**config.mk**
```make
export PLATFORM = sky130hd
export DESIGN_NAME = tlw_table_write_ctrl
export DESIGN_NICKNAME = d
export VERILOG_FILES = /design/src/tlw_pkg.sv /design/src/tlw_pointer_unit.sv /design/src/tlw_wake_logic.sv /design/src/tlw_table_write_ctrl.sv
export VERILOG_INCLUDE_DIRS = /design/src /design/src/src
export SDC_FILE = /design/constraint.sdc
export NUM_CORES = 1
export LEC_CHECK = 0
export ABC_CLOCK_PERIOD_IN_PS = 4700
export BUFFER_PORTS_ARGS = -buffer_cell sky130_fd_sc_hd__buf_2
export CORE_MARGIN = 2
export CORE_UTILIZATION = 50
export CTS_BUF_LIST = sky130_fd_sc_hd__clkbuf_8
export CTS_CLUSTER_SIZE = 12
export DETAILED_ROUTE_END_ITERATION = 10
export PLACE_DENSITY = 0.84
export SLEW_MARGIN = 20
export SYNTH_ARGS = -nofsm -noshare
export SYNTH_HDL_FRONTEND = slang
export SYNTH_HIERARCHICAL = 1
export SYNTH_SLANG_ARGS = --single-unit
```
**constraint.sdc**
```tcl
create_clock -name clock -period 4.7 [get_ports clock]
set_input_delay 0.47 -clock clock [delete_from_list [all_inputs] [get_ports clock]]
set_output_delay 0.47 -clock clock [all_outputs]
set_load 0.02 [all_outputs]
```
**src/tlw_params.svh**
```systemverilog
// Offsets, field positions and reset values of the table write controller
`ifndef TLW_PARAMS_SVH
`define TLW_PARAMS_SVH

`define TLW_OFS_CTRL        8'h00
`define TLW_OFS_LATCH       8'h04
`define TLW_OFS_POINTER     8'h08
`define TLW_OFS_OP          8'h0c

`define TLW_CTRL_LWE_BIT    0
`define TLW_CTRL_PRIO_BIT   1
`define TLW_CTRL_PIN_BIT    2
`define TLW_CTRL_BUSY_BIT   3
`define TLW_CTRL_LONG_BIT   4
`define TLW_CTRL_STOP_BIT   5

`define TLW_OP_WRITE_BIT    2
`define TLW_OP_MODE_MSB     1
`define TLW_OP_MODE_LSB     0

`define TLW_RST_LATCH       8'h00
`define TLW_RST_POINTER     22'h000000
`define TLW_RST_LWE         1'b0
`define TLW_RST_PRIO        1'b0

`define TLW_IRQ_SOURCES     8

`endif

```
**src/tlw_pkg.sv**
```systemverilog
// Types shared by the table write controller modules
package tlw_pkg;

	typedef enum logic [1:0] {
		TLW_IDLE    = 2'b00,
		TLW_READ    = 2'b01,
		TLW_PROGRAM = 2'b10
	} tlw_state_t;

	typedef enum logic [1:0] {
		TLW_PTR_KEEP     = 2'b00,
		TLW_PTR_POST_INC = 2'b01,
		TLW_PTR_POST_DEC = 2'b10,
		TLW_PTR_PRE_INC  = 2'b11
	} tlw_ptr_mode_t;

	typedef struct packed {
		logic          isWrite;
		tlw_ptr_mode_t mode;
	} tlw_op_t;

	typedef struct packed {
		logic terminate;
		logic vecHigh;
		logic vecLow;
	} tlw_wake_t;

	typedef struct packed {
		logic [21:0] access;
		logic [21:0] updated;
	} tlw_ptr_pair_t;

endpackage

```
**src/tlw_pointer_unit.sv**
```systemverilog
// Table pointer access address and update for the four pointer modes
`timescale 1ns/1ps
module tlw_pointer_unit (
	input  wire logic [21:0]           pointer,
	input  wire tlw_pkg::tlw_ptr_mode_t mode,
	output tlw_pkg::tlw_ptr_pair_t      result
);

	// Top bit selects configuration space and never takes a carry
	function automatic logic [21:0] tlw_step(input logic [21:0] p, input logic [20:0] d);
		return {p[21], 21'(p[20:0] + d)};
	endfunction

	always_comb begin
		unique case (mode)
			tlw_pkg::TLW_PTR_KEEP: begin
				result.access  = pointer;
				result.updated = pointer;
			end
			tlw_pkg::TLW_PTR_POST_INC: begin
				result.access  = pointer;
				result.updated = tlw_step(pointer, 21'h000001);
			end
			tlw_pkg::TLW_PTR_POST_DEC: begin
				result.access  = pointer;
				result.updated = tlw_step(pointer, 21'h1fffff);
			end
			tlw_pkg::TLW_PTR_PRE_INC: begin
				result.access  = tlw_step(pointer, 21'h000001);
				result.updated = tlw_step(pointer, 21'h000001);
			end
		endcase
	end

endmodule // tlw_pointer_unit

```
**src/tlw_wake_logic.sv**
```systemverilog
// Decides whether and how an interrupt ends a long write
`timescale 1ns/1ps
`include "tlw_params.svh"
module tlw_wake_logic (
	input  wire logic [`TLW_IRQ_SOURCES-1:0] irqFlag,
	input  wire logic [`TLW_IRQ_SOURCES-1:0] irqEnable,
	input  wire logic [`TLW_IRQ_SOURCES-1:0] irqPriority,
	input  wire logic                        priorityEnable,
	input  wire logic                        globalHighEnable,
	input  wire logic                        peripheralLowEnable,
	output tlw_pkg::tlw_wake_t               wake
);

	logic [`TLW_IRQ_SOURCES-1:0] hit;
	logic                        anyHigh;
	logic                        anyLow;

	// Disabled sources never count, whatever their flag shows
	assign hit     = irqFlag & irqEnable;
	assign anyHigh = |(hit & irqPriority);
	assign anyLow  = |(hit & ~irqPriority);

	always_comb begin
		wake.terminate = |hit;
		if (priorityEnable) begin
			wake.vecHigh = anyHigh & globalHighEnable;
			wake.vecLow  = anyLow & peripheralLowEnable & ~wake.vecHigh;
		end else begin
			// Compatibility mode: priority bits ignored, one vector
			wake.vecHigh = (|hit) & globalHighEnable;
			wake.vecLow  = 1'b0;
		end
	end

endmodule // tlw_wake_logic

```
**src/tlw_table_write_ctrl.sv**
```systemverilog
// Table read/write controller with long write programming of a two-byte block
`timescale 1ns/1ps
`include "tlw_params.svh"
module tlw_table_write_ctrl (
	input  wire logic                        clock,
	input  wire logic                        arst_n,
	input  wire logic                        psel,
	input  wire logic                        penable,
	input  wire logic                        pwrite,
	input  wire logic [7:0]                  paddr,
	input  wire logic [31:0]                 pwdata,
	output logic      [31:0]                 prdata,
	output logic                             pready,
	output logic                             pslverr,
	input  wire logic                        programPinAtVpp,
	input  wire logic [`TLW_IRQ_SOURCES-1:0] irqFlag,
	input  wire logic [`TLW_IRQ_SOURCES-1:0] irqEnable,
	input  wire logic [`TLW_IRQ_SOURCES-1:0] irqPriority,
	input  wire logic                        globalHighEnable,
	input  wire logic                        peripheralLowEnable,
	input  wire logic [7:0]                  memRdByte,
	output logic                             memRdEn,
	output logic      [21:0]                 memRdAddr,
	output logic                             memProgram,
	output logic      [20:0]                 memWordAddr,
	output logic                             memConfigSpace,
	output logic      [15:0]                 memWrData,
	output logic                             coreHalt,
	output logic                             coreSleep,
	output logic                             resumeNext,
	output logic                             vectorHigh,
	output logic                             vectorLow
);

	// Program pin synchroniser; only pinSync is read by logic
	logic                   pinMeta;
	logic                   pinSync;

	tlw_pkg::tlw_state_t    state_reg;
	tlw_pkg::tlw_state_t    state_next;
	logic                   lwe_reg;
	logic                   lwe_next;
	logic                   prioEn_reg;
	logic                   prioEn_next;
	logic [7:0]             latch_reg;
	logic [7:0]             latch_next;
	logic [7:0]             hold_reg;
	logic [7:0]             hold_next;
	logic [21:0]            pointer_reg;
	logic [21:0]            pointer_next;
	tlw_pkg::tlw_op_t       op_reg;
	tlw_pkg::tlw_op_t       op_next;
	logic                   pending_reg;
	logic                   pending_next;
	logic                   lastLong_reg;
	logic                   lastLong_next;
	logic                   lastStop_reg;
	logic                   lastStop_next;
	logic [31:0]            prdata_reg;
	logic [31:0]            prdata_next;
	logic                   pready_reg;
	logic                   pready_next;
	logic                   pslverr_reg;
	logic                   pslverr_next;
	logic                   rdEn_reg;
	logic                   rdEn_next;
	logic [21:0]            rdAddr_reg;
	logic [21:0]            rdAddr_next;
	logic                   program_reg;
	logic                   program_next;
	logic [20:0]            wordAddr_reg;
	logic [20:0]            wordAddr_next;
	logic                   cfgSpace_reg;
	logic                   cfgSpace_next;
	logic [15:0]            wrData_reg;
	logic [15:0]            wrData_next;
	logic                   halt_reg;
	logic                   halt_next;
	logic                   resume_reg;
	logic                   resume_next;
	logic                   vecHigh_reg;
	logic                   vecHigh_next;
	logic                   vecLow_reg;
	logic                   vecLow_next;

	tlw_pkg::tlw_ptr_pair_t ptrPair;
	tlw_pkg::tlw_wake_t     wake;
	logic                   busy;
	logic                   apbSetupDone;
	logic                   apbCommit;
	logic                   mapped;
	logic [31:0]            readMux;

	tlw_pointer_unit u_pointer (
		.pointer (pointer_reg),
		.mode    (op_reg.mode),
		.result  (ptrPair)
	);

	tlw_wake_logic u_wake (
		.irqFlag             (irqFlag),
		.irqEnable           (irqEnable),
		.irqPriority         (irqPriority),
		.priorityEnable      (prioEn_reg),
		.globalHighEnable    (globalHighEnable),
		.peripheralLowEnable (peripheralLowEnable),
		.wake                (wake)
	);

	always_ff @(posedge clock or negedge arst_n) begin
		if (!arst_n) begin
			pinMeta <= 1'b0;
			pinSync <= 1'b0;
		end else begin
			pinMeta <= programPinAtVpp;
			pinSync <= pinMeta;
		end
	end

	assign busy         = (state_reg != tlw_pkg::TLW_IDLE) | pending_reg;
	assign apbSetupDone = psel & penable & ~pready_reg;
	assign apbCommit    = psel & penable & pready_reg & pwrite & ~pslverr_reg;
	assign mapped       = (paddr == `TLW_OFS_CTRL) | (paddr == `TLW_OFS_LATCH) |
	                      (paddr == `TLW_OFS_POINTER) | (paddr == `TLW_OFS_OP);

	// The holding byte is deliberately absent from this mux
	always_comb begin
		readMux = 32'h00000000;
		unique case (paddr)
			`TLW_OFS_CTRL: begin
				readMux[`TLW_CTRL_LWE_BIT]  = lwe_reg;
				readMux[`TLW_CTRL_PRIO_BIT] = prioEn_reg;
				readMux[`TLW_CTRL_PIN_BIT]  = pinSync;
				readMux[`TLW_CTRL_BUSY_BIT] = busy;
				readMux[`TLW_CTRL_LONG_BIT] = lastLong_reg;
				readMux[`TLW_CTRL_STOP_BIT] = lastStop_reg;
			end
			`TLW_OFS_LATCH:   readMux[7:0]  = latch_reg;
			`TLW_OFS_POINTER: readMux[21:0] = pointer_reg;
			`TLW_OFS_OP:      readMux[2:0]  = op_reg;
			default:          readMux       = 32'h00000000;
		endcase
	end

	always_comb begin
		state_next    = state_reg;
		lwe_next      = lwe_reg;
		prioEn_next   = prioEn_reg;
		latch_next    = latch_reg;
		hold_next     = hold_reg;
		pointer_next  = pointer_reg;
		op_next       = op_reg;
		pending_next  = pending_reg;
		lastLong_next = lastLong_reg;
		lastStop_next = lastStop_reg;
		prdata_next   = prdata_reg;
		pready_next   = 1'b0;
		pslverr_next  = 1'b0;
		rdEn_next     = rdEn_reg;
		rdAddr_next   = rdAddr_reg;
		program_next  = program_reg;
		wordAddr_next = wordAddr_reg;
		cfgSpace_next = cfgSpace_reg;
		wrData_next   = wrData_reg;
		halt_next     = halt_reg;
		resume_next   = 1'b0;
		vecHigh_next  = 1'b0;
		vecLow_next   = 1'b0;

		// One wait cycle: data and error are prepared before pready rises
		if (apbSetupDone) begin
			pready_next  = 1'b1;
			prdata_next  = pwrite ? 32'h00000000 : readMux;
			pslverr_next = ~mapped | (pwrite & (paddr == `TLW_OFS_OP) & busy);
		end

		if (apbCommit) begin
			unique case (paddr)
				`TLW_OFS_CTRL: begin
					// Set-only: a written zero cannot clear it
					lwe_next    = lwe_reg | pwdata[`TLW_CTRL_LWE_BIT];
					prioEn_next = pwdata[`TLW_CTRL_PRIO_BIT];
				end
				`TLW_OFS_LATCH:   latch_next   = pwdata[7:0];
				`TLW_OFS_POINTER: pointer_next = pwdata[21:0];
				`TLW_OFS_OP: begin
					op_next.isWrite = pwdata[`TLW_OP_WRITE_BIT];
					op_next.mode    = tlw_pkg::tlw_ptr_mode_t'(
					                  pwdata[`TLW_OP_MODE_MSB:`TLW_OP_MODE_LSB]);
					pending_next    = 1'b1;
				end
				default: begin
				end
			endcase
		end

		unique case (state_reg)
			tlw_pkg::TLW_IDLE: begin
				if (pending_reg) begin
					pending_next = 1'b0;
					pointer_next = ptrPair.updated;
					if (!op_reg.isWrite) begin
						rdAddr_next = ptrPair.access;
						rdEn_next   = 1'b1;
						state_next  = tlw_pkg::TLW_READ;
					end else if (!ptrPair.access[0]) begin
						// Even byte: latch only, nothing reaches the array
						hold_next     = latch_reg;
						lastLong_next = 1'b0;
					end else if (lwe_reg & pinSync) begin
						// Odd byte with voltage and enable: program the block
						wordAddr_next = ptrPair.access[21:1];
						cfgSpace_next = ptrPair.access[21];
						wrData_next   = {latch_reg, hold_reg};
						program_next  = 1'b1;
						halt_next     = 1'b1;
						lastLong_next = 1'b1;
						lastStop_next = 1'b0;
						state_next    = tlw_pkg::TLW_PROGRAM;
					end else begin
						// Short write: array untouched, holding byte kept
						lastLong_next = 1'b0;
					end
				end
			end
			tlw_pkg::TLW_READ: begin
				latch_next = memRdByte;
				rdEn_next  = 1'b0;
				state_next = tlw_pkg::TLW_IDLE;
			end
			tlw_pkg::TLW_PROGRAM: begin
				// No minimum time is enforced here; the wake source sets it
				if (wake.terminate) begin
					program_next  = 1'b0;
					halt_next     = 1'b0;
					lastStop_next = 1'b1;
					vecHigh_next  = wake.vecHigh;
					vecLow_next   = wake.vecLow;
					resume_next   = ~wake.vecHigh & ~wake.vecLow;
					state_next    = tlw_pkg::TLW_IDLE;
				end
			end
			default: begin
				program_next = 1'b0;
				halt_next    = 1'b0;
				rdEn_next    = 1'b0;
				state_next   = tlw_pkg::TLW_IDLE;
			end
		endcase
	end

	// Interrupt flags are inputs only; ending a write never clears them
	always_ff @(posedge clock or negedge arst_n) begin
		if (!arst_n) begin
			// Power-on and master reset both arrive here and end a long write
			state_reg    <= tlw_pkg::TLW_IDLE;
			lwe_reg      <= `TLW_RST_LWE;
			prioEn_reg   <= `TLW_RST_PRIO;
			latch_reg    <= `TLW_RST_LATCH;
			hold_reg     <= 8'h00;
			pointer_reg  <= `TLW_RST_POINTER;
			op_reg       <= 3'h0;
			pending_reg  <= 1'b0;
			lastLong_reg <= 1'b0;
			lastStop_reg <= 1'b0;
			prdata_reg   <= 32'h00000000;
			pready_reg   <= 1'b0;
			pslverr_reg  <= 1'b0;
			rdEn_reg     <= 1'b0;
			rdAddr_reg   <= 22'h000000;
			program_reg  <= 1'b0;
			wordAddr_reg <= 21'h000000;
			cfgSpace_reg <= 1'b0;
			wrData_reg   <= 16'h0000;
			halt_reg     <= 1'b0;
			resume_reg   <= 1'b0;
			vecHigh_reg  <= 1'b0;
			vecLow_reg   <= 1'b0;
		end else begin
			state_reg    <= state_next;
			lwe_reg      <= lwe_next;
			prioEn_reg   <= prioEn_next;
			latch_reg    <= latch_next;
			hold_reg     <= hold_next;
			pointer_reg  <= pointer_next;
			op_reg       <= op_next;
			pending_reg  <= pending_next;
			lastLong_reg <= lastLong_next;
			lastStop_reg <= lastStop_next;
			prdata_reg   <= prdata_next;
			pready_reg   <= pready_next;
			pslverr_reg  <= pslverr_next;
			rdEn_reg     <= rdEn_next;
			rdAddr_reg   <= rdAddr_next;
			program_reg  <= program_next;
			wordAddr_reg <= wordAddr_next;
			cfgSpace_reg <= cfgSpace_next;
			wrData_reg   <= wrData_next;
			halt_reg     <= halt_next;
			resume_reg   <= resume_next;
			vecHigh_reg  <= vecHigh_next;
			vecLow_reg   <= vecLow_next;
		end
	end

	assign prdata         = prdata_reg;
	assign pready         = pready_reg;
	assign pslverr        = pslverr_reg;
	assign memRdEn        = rdEn_reg;
	assign memRdAddr      = rdAddr_reg;
	assign memProgram     = program_reg;
	assign memWordAddr    = wordAddr_reg;
	assign memConfigSpace = cfgSpace_reg;
	assign memWrData      = wrData_reg;
	assign coreHalt       = halt_reg;
	assign coreSleep      = halt_reg;
	assign resumeNext     = resume_reg;
	assign vectorHigh     = vecHigh_reg;
	assign vectorLow      = vecLow_reg;

endmodule // tlw_table_write_ctrl

```
; Word-level counts from Yosys, hierarchy flattened
; Index checks and enable logic that the tools add are counted.
[classes]
n_addsub = 2
bitwise_logic = 33
n_reduce_logical = 22
eq_ne = 20
n_mux = 49
[ops]
columns = operator, count
row1 = 44-bit one-hot mux with 4 select lines, 1
row2 = 22-bit 2-to-1 mux, 5
row3 = 1-bit 2-to-1 mux, 26
row4 = 8-bit AND, 3
row5 = 8-bit 2-to-1 mux, 3
row6 = 8-bit OR reduction, 3
row7 = 21-bit by 1-bit adder with 21-bit output (second input constant), 1
row8 = 21-bit adder (second input constant), 1
row9 = 3-bit inequality test (second input constant), 6
row10 = 8-bit by 4-bit == test with 1-bit output (second input constant), 2
row11 = 14-bit 2-to-1 mux, 1
row12 = 1-bit AND, 13
row13 = 2-bit 2-to-1 mux, 6
row14 = 3-bit one-hot mux with 4 select lines, 1
row15 = 4-bit AND reduction, 3
row16 = 6-bit AND reduction, 2
row17 = 2-bit inequality test (second input constant), 5
row18 = 1-bit NOT, 10
row19 = 3-bit one-hot mux with 3 select lines, 1
row20 = 3-bit AND reduction, 3
row21 = 8-bit by 3-bit == test with 1-bit output (second input constant), 1
row22 = 8-bit logical NOT, 1
row23 = 8-bit NOT, 1
row24 = 2-bit one-hot mux with 2 select lines, 2
row25 = 10 further kinds, 25
[word_totals]
inputBits = 80
reg_bits = 149
out_inout_bits = 101
wordCells = 152

; Longest topological paths before layout
; Gate-level depths: netlist of run 1.
[depth]
depth_word = 11
ltp_mapped = 10
ltp_nobuf = 9

; Modules after synthesis
; The synthesis of run 1 kept the hierarchy.
[by_module_without_submodules]
columns = mod, seq_area_each_um2, area_per_inst_um2, cells_per_inst, instances
row1 = tlw_table_write_ctrl, 3453.3, 6033.3, 479, 1
row2 = tlw_pointer_unit, 0.0, 1189.9, 170, 1
row3 = tlw_wake_logic, 0.0, 166.4, 31, 1

; Worst setup path before layout of run 1
; OpenSTA, ideal clock, no wires.
[synth_timing]
path_type = register to register
start = register pointer_reg[14]
end = register pointer_reg[19]
arrival_ns = 1.936
slack_ns = 2.685
t_required_ns = 4.621
setup_time_ns = 0.079
synth_period_minus_slack_ns = 2.015
stages_incl_launch_ff = 9
path_buffers = 1
path_cell_list = dfrtp_1 > buf_6 > or4_4 > or3_1 > o22ai_2 > xor2_1 > and2_1 > a21oi_1 > mux2i_1
[synth_rtl]
columns = item, line_no
row1 = from (decl), tlw_table_write_ctrl.sv:49  ; logic [21:0] pointer_reg;
row2 = from (signal assigned), tlw_table_write_ctrl.sv:261  ; pointer_reg <= `TLW_RST_POINTER;
row3 = from (signal assigned), tlw_table_write_ctrl.sv:285  ; pointer_reg <= pointer_next;

==> metrics.cfg, run 1 <==
[critical_path]
required_ns = 5.02
setup.worst_path.end_class = flop
crit_chain = nand2_1 > xnor2_1 > nand4_1 > nor2_4 > buf_4 > mux2_1
critPathKind = flop to flop
slowest_stage = nor2_4
start_kind = flop
crit_arrival_ns = 3.30
worst_path_largest_cell_delay_ns = 0.73
path_max_fanout = 28

[clocking]
cts_setup_buffers = 0
path_clk_slew_ns = 0.07
htreeDepth = 4
cts-root-buf = clkbuf_8
holdBufCountCts = 0
tritoncts = built
post_cts_resized = 0
numCtsBuffers = 17
clk_latency_ns = 0.44
clockBufferDepth = 2
cts_sinks = 138

[route]
first_iter_violations = 437
wl_mm = 17.0
firstDrtPassIters = 5
wire_per_inst_um = 16.8
num_vias = 5600
route.detailed.drc = 0
vias_per_cell = 5.54
ant_nets = 0

[sta]
post-route-period-util_pct = 63.6
setup_tns_ns = 0
maxSlewViolCount = 0
tightest_slew_ns = 0.905
fin_crit_ns = 2.99
rsz0062_at_grt = false
finalHoldViolations = 0
fmax_mhz = 335
finalSetupViolCount = 0
relSlewSlack_pct = 39.5
finalClockSkew_ns = 0.00972

[logic_synthesis]
ys.flop_type = dfrtp_1
synth_common_cells = dfrtp_1, mux2_2, nand2_1
yosys.cell_count.top_type = dfrtp_1
yosysTopAreaCell = dfrtp_1
postSynth.asyncResetShare_pct = 100
ys_seq_area_share_pct = 46.7
synth_top_area_share_pct = 46.7
yosysUniqueCellTypes = 66
yosysWarnings = 6
yosys_register_bits = 138
synth.area.top_cells = dfrtp_1, mux2_2, nand2_1
synthCells = 680
syn-cell-area_um2 = 7390
synth_area_per_cell_um2 = 10.9
synth_edf_count = 0

[grt]
grt_pass1_wl_mm = 27.4
grt_max_degree = 101
grt_antenna_before_repair = 0
grt_pass1_vias = 5379
globalRouteTotalUtil_pct = 21.9
grt_overflow = 0

[hold_path]
hold_path_class = input port to async pin

[pwr]
p_leak_uw = 0.00426
powerDensity_nw_per_um2 = 319
irDropWorstVdd_mv = 0.203

[floorplan]
fp.dieW_um = 126
core_area_um2 = 14500
dieArea_um2 = 15800
rows = 44
ioPinCount = 181
die_h_um = 126
start_util_pct = 51.0

[finish]
finalNetCount = 897
final_core_util_pct = 59.0
design_area_um2 = 8540
drive_gt1_share_pct = 37.1
fillCellCount = 1256
syn2layout_area_growth_pct = 15.5
antennaDiodeCount = 0

[place]
routabilityCongestion = 0.855
place_area_um2 = 8130
port_buffers = 160
place_hpwl_mm = 12.2

[status]
status = completed

[run]
maxCapViolCount = 0

-- final timing paths --
kind / endpoint / slack [ns] / depth (start not counted) / startpoint
max in group asynchronous: pointer_reg[4] / 3.51 / 2 / arst_n
setup reg to reg: memWrData[11] / 1.71 / 6 / op_reg[0]
setup / recovery: memWrData[11] / 1.71 / 6 / op_reg[0]
hold reg to reg: pinSync / 0.35 / 0 / pinMeta
hold / removal: memWrData[7] / 0.12 / 1 / arst_n
min in group clock: pinMeta / 0.14 / 1 / programPinAtVpp
-- critical path, delay by kind of cell, from the launching register on --
kind / cells / cell delay [ns]
flip-flops: 1 / 0.57
buffers and inverters: 1 / 0.36
XOR/XNOR: 1 / 0.37
multiplexers: 1 / 0.37
AND/OR/NAND/NOR: 3 / 1.19
-- where the power goes --
group          switching (uW)  leakage (uW)  internal, uW
logic                     231       0.00223           166
registers                 106       0.00181          1240
clock network             430      0.000212           548
-- final cells by class --
| class | count | area (um^2) | share of cell area, % |
|---|---|---|---|
| clock inverters | 8 | 92.6 | 1.08 |
| inverters | 10 | 37.5 | 0.440 |
| well taps | 184 | 230 | 2.70 |
| clock buffers | 23 | 317 | 3.71 |
| flip-flops and latches | 138 | 3450 | 40.5 |
| multi-input cells | 482 | 3550 | 41.6 |
| repair buffers | 166 | 852 | 9.98 |
-- metal layers --
| metal | track usage [%] | vias up | wire length [um] |
|---|---|---|---|
| li1 | - | 2654 | - |
| met1 | 30.1 | 2707 | 7730 |
| met2 | 33.4 | 204 | 7790 |
| met3 | 4.84 | 35 | 976 |
| met4 | 10.1 | 0 | 508 |
| met5 | 0 | - | 0 |
-- metrics by stage --
stage / setup WS [ns] / cells / hold slack [ns] / power, uW
CTS: 1.70 / 1011 / 0.110 / 2740
detailed placement: 1.72 / 980 / 0.335 / 1760
global placement: 1.81 / 980 / 0.337 / 1750
global route: 1.55 / 1011 / 0.0962 / 2860
floorplan: 2.68 / 689 / 0.174 / 1630
finish: 1.71 / 1011 / 0.121 / 2720
-- logic make-up (layout without fill, tap and decap cells) --
logic type / Yosys count / after routing / share of synthesized area [%]
compound gates: 104 / 104 / 8.89
buf+inv: 69 / 207 / 5.71
mux: 117 / 117 / 17.9
other cells: 1 / 10 / 0.0507
fa+ha+maj: 2 / 2 / 0.339
xor+xnor: 40 / 40 / 4.74
simple gates: 209 / 209 / 15.7
flops: 138 / 138 / 46.7
-- cell usage in the layout, fill, tap and decap left out, drive strengths merged, types with 3 or more instances in the layout --
master,count
o22ai,9
and3,5
inv,12
or3,5
a22oi,4
nand3,22
mux4,3
nand2,69
a21o,3
or4,3
xor2,20
nor3,7
mux2i,25
nor2b,5
buf,166
dfrtp,138
o21ai,21
o31ai,11
xnor2,20
nand4,16
and4,3
mux2,89
and2,26
nor4,9
a21oi,49
conb,10
clkbuf,23
nor2,27
or2,4
(Power assumes the default switching activity.)
==> run 2, diff against run 1 <==
--- a/config.mk
+++ b/config.mk
@@ -6,7 +6,7 @@
 export SDC_FILE = /design/constraint.sdc
 export NUM_CORES = 1
 export LEC_CHECK = 0
-export ABC_CLOCK_PERIOD_IN_PS = 4700
+export ABC_CLOCK_PERIOD_IN_PS = 2800
 export BUFFER_PORTS_ARGS = -buffer_cell sky130_fd_sc_hd__buf_2
 export CORE_MARGIN = 2
 export CORE_UTILIZATION = 50
==> constraint.sdc (replaced) <==
create_clock -name clock -period 2.8 [get_ports clock]
set_input_delay 0.28 -clock clock [delete_from_list [all_inputs] [get_ports clock]]
set_output_delay 0.28 -clock clock [all_outputs]
set_load 0.02 [all_outputs]
==> metrics.cfg, run 2 (synthesized netlist as in run 1, its figures left out) <==
[status]
status = completed

[clocking]
post_cts_resized = 0
clk_latency_ns = 0.45
cts-root-buf = clkbuf_8
cts_sinks = 138
htreeDepth = 4
path_clk_slew_ns = 0.08
cts_setup_buffers = 0
tritoncts = built
numCtsBuffers = 17
clockBufferDepth = 2

[finish]
fillCellCount = 1220
antennaDiodeCount = 0
syn2layout_area_growth_pct = 17.1
drive_gt1_share_pct = 37.8
finalNetCount = 906
final_core_util_pct = 59.7
layout_commonest_cell = buf_2
layout_common_cells = buf_2, dfrtp_1, mux2_2

[pwr]
powerDensity_nw_per_um2 = 535
p_leak_uw = 0.00431
total_power_uw = 4630
irDropWorstVdd_mv = 0.383

[critical_path]
reg2reg_depth = 7
required_ns = 3.12
reg2reg_to = pointer_reg[20]
rrSetupSlack_ns = 0.48
cp.buffers_inverters = 0
r2r-start = pointer_reg[5]
path_max_fanout = 11
critPathKind = flop to flop
crit_family = simple AND/OR/NAND/NOR gates
start_kind = flop
slowest_stage = dfrtp_1
worst_path_largest_cell_delay_ns = 0.68
cp.depth = 7
setup.worst_path.end_class = flop
crit_chain = nand3_4 > nor3_1 > a32oi_1 > xnor2_1 > and2_1 > a21oi_1 > mux2i_1
cp-endpoint = pointer_reg[20]
crit_path_start = pointer_reg[5]
crit_arrival_ns = 2.65

[floorplan]
start_util_pct = 51.0
rows = 44
die_h_um = 126
dieArea_um2 = 15800
ioPinCount = 181
fp.dieW_um = 126
core_area_um2 = 14500

[route]
first_iter_violations = 509
wire_per_inst_um = 16.9
vias_per_cell = 5.59
firstDrtPassIters = 5
wl_mm = 17.2
num_vias = 5705
ant_nets = 0
route.detailed.drc = 0

[place]
pre_cts_slack_ns = 0.525
place_hpwl_mm = 12.4
port_buffers = 160
routabilityCongestion = 0.853

[grt]
grt_pass1_vias = 5480
grt_pass1_wl_mm = 28.3
grt_max_degree = 79
grt_antenna_before_repair = 0
grt_overflow = 0
globalRouteTotalUtil_pct = 22.6

[run]
maxCapViolCount = 0

[sta]
timing.final.ws_setup_ns = 0.478
fmax_mhz = 431
finalSetupViolCount = 0
finalHoldViolations = 0
maxSlewViolCount = 0
post-route-period-util_pct = 82.9
tightest_slew_ns = 0.706
fin_crit_ns = 2.32
rsz0062_at_grt = false
finalClockSkew_ns = 0.0109
setup_tns_ns = 0
whs_ns = 0.114
relSlewSlack_pct = 53.0

[hold_path]
hold_path_class = input port to flop

run 2: changes by cell type in the layout (fill, tap and decap cells not counted), sizes merged:
cell / delta
buf: +7
bufinv: +1
clkbuf: -4
clkinv: +5
dlygate4sd3: +2
inv: -1
run 2: stage by stage:
step           cell area [um^2]  cells
2_1_floorplan              7420    689
3_3_place_gp               8220    987
3_5_place_dp               8220    987
4_1_cts                    8650   1021
5_1_grt                    8650   1021
6_report                   8650   1021
run 2: power by group:
group / total [uW] / internal (uW) / switching (uW)
Sequential: 2250 / 2090 / 166
Clock: 1680 / 918 / 762
Combinational: 698 / 290 / 407
Total: 4630 / 3290 / 1340
run 2: worst min-delay path by stage:
stage          slack, ns      start  endpoint  cells past startpoint
2_1_floorplan      -0.02     arst_n  coreHalt                      0
3_3_place_gp        0.34    pinMeta   pinSync                      0
3_5_place_dp        0.34    pinMeta   pinSync                      0
4_1_cts             0.09  pwdata[0]   lwe_reg                      2
5_1_grt             0.09  pwdata[0]   lwe_reg                      2
6_report            0.11  pwdata[0]   lwe_reg                      2
run 2: layout make-up:
cell class	instances	area [um^2]	share of cell area [%]
Clock buffer	19	262	3.02
Inverter	10	37.5	0.434
Multi-Input combinational cell	482	3550	41.1
Sequential cell	138	3450	39.9
Tap cell	184	230	2.66
Timing Repair Buffer	175	962	11.1
Clock inverter	13	151	1.75
run 2: per-layer routing:
metal,track usage [%],routed length (um),vias to the layer above,share of wire (%)
li1,-,-,2693,-
met1,30.8,7570,2762,44
met2,35.5,8190,223,48
met3,5.73,1130,27,6.5
met4,7.52,319,0,1.9
met5,0,0,-,0
run 2: timing repair:
action / 4_1_cts / 5_1_grt
setup endpoints to repair: 0 / 0
hold endpoints to repair: 77 / 0
hold buffers: 2 / 0
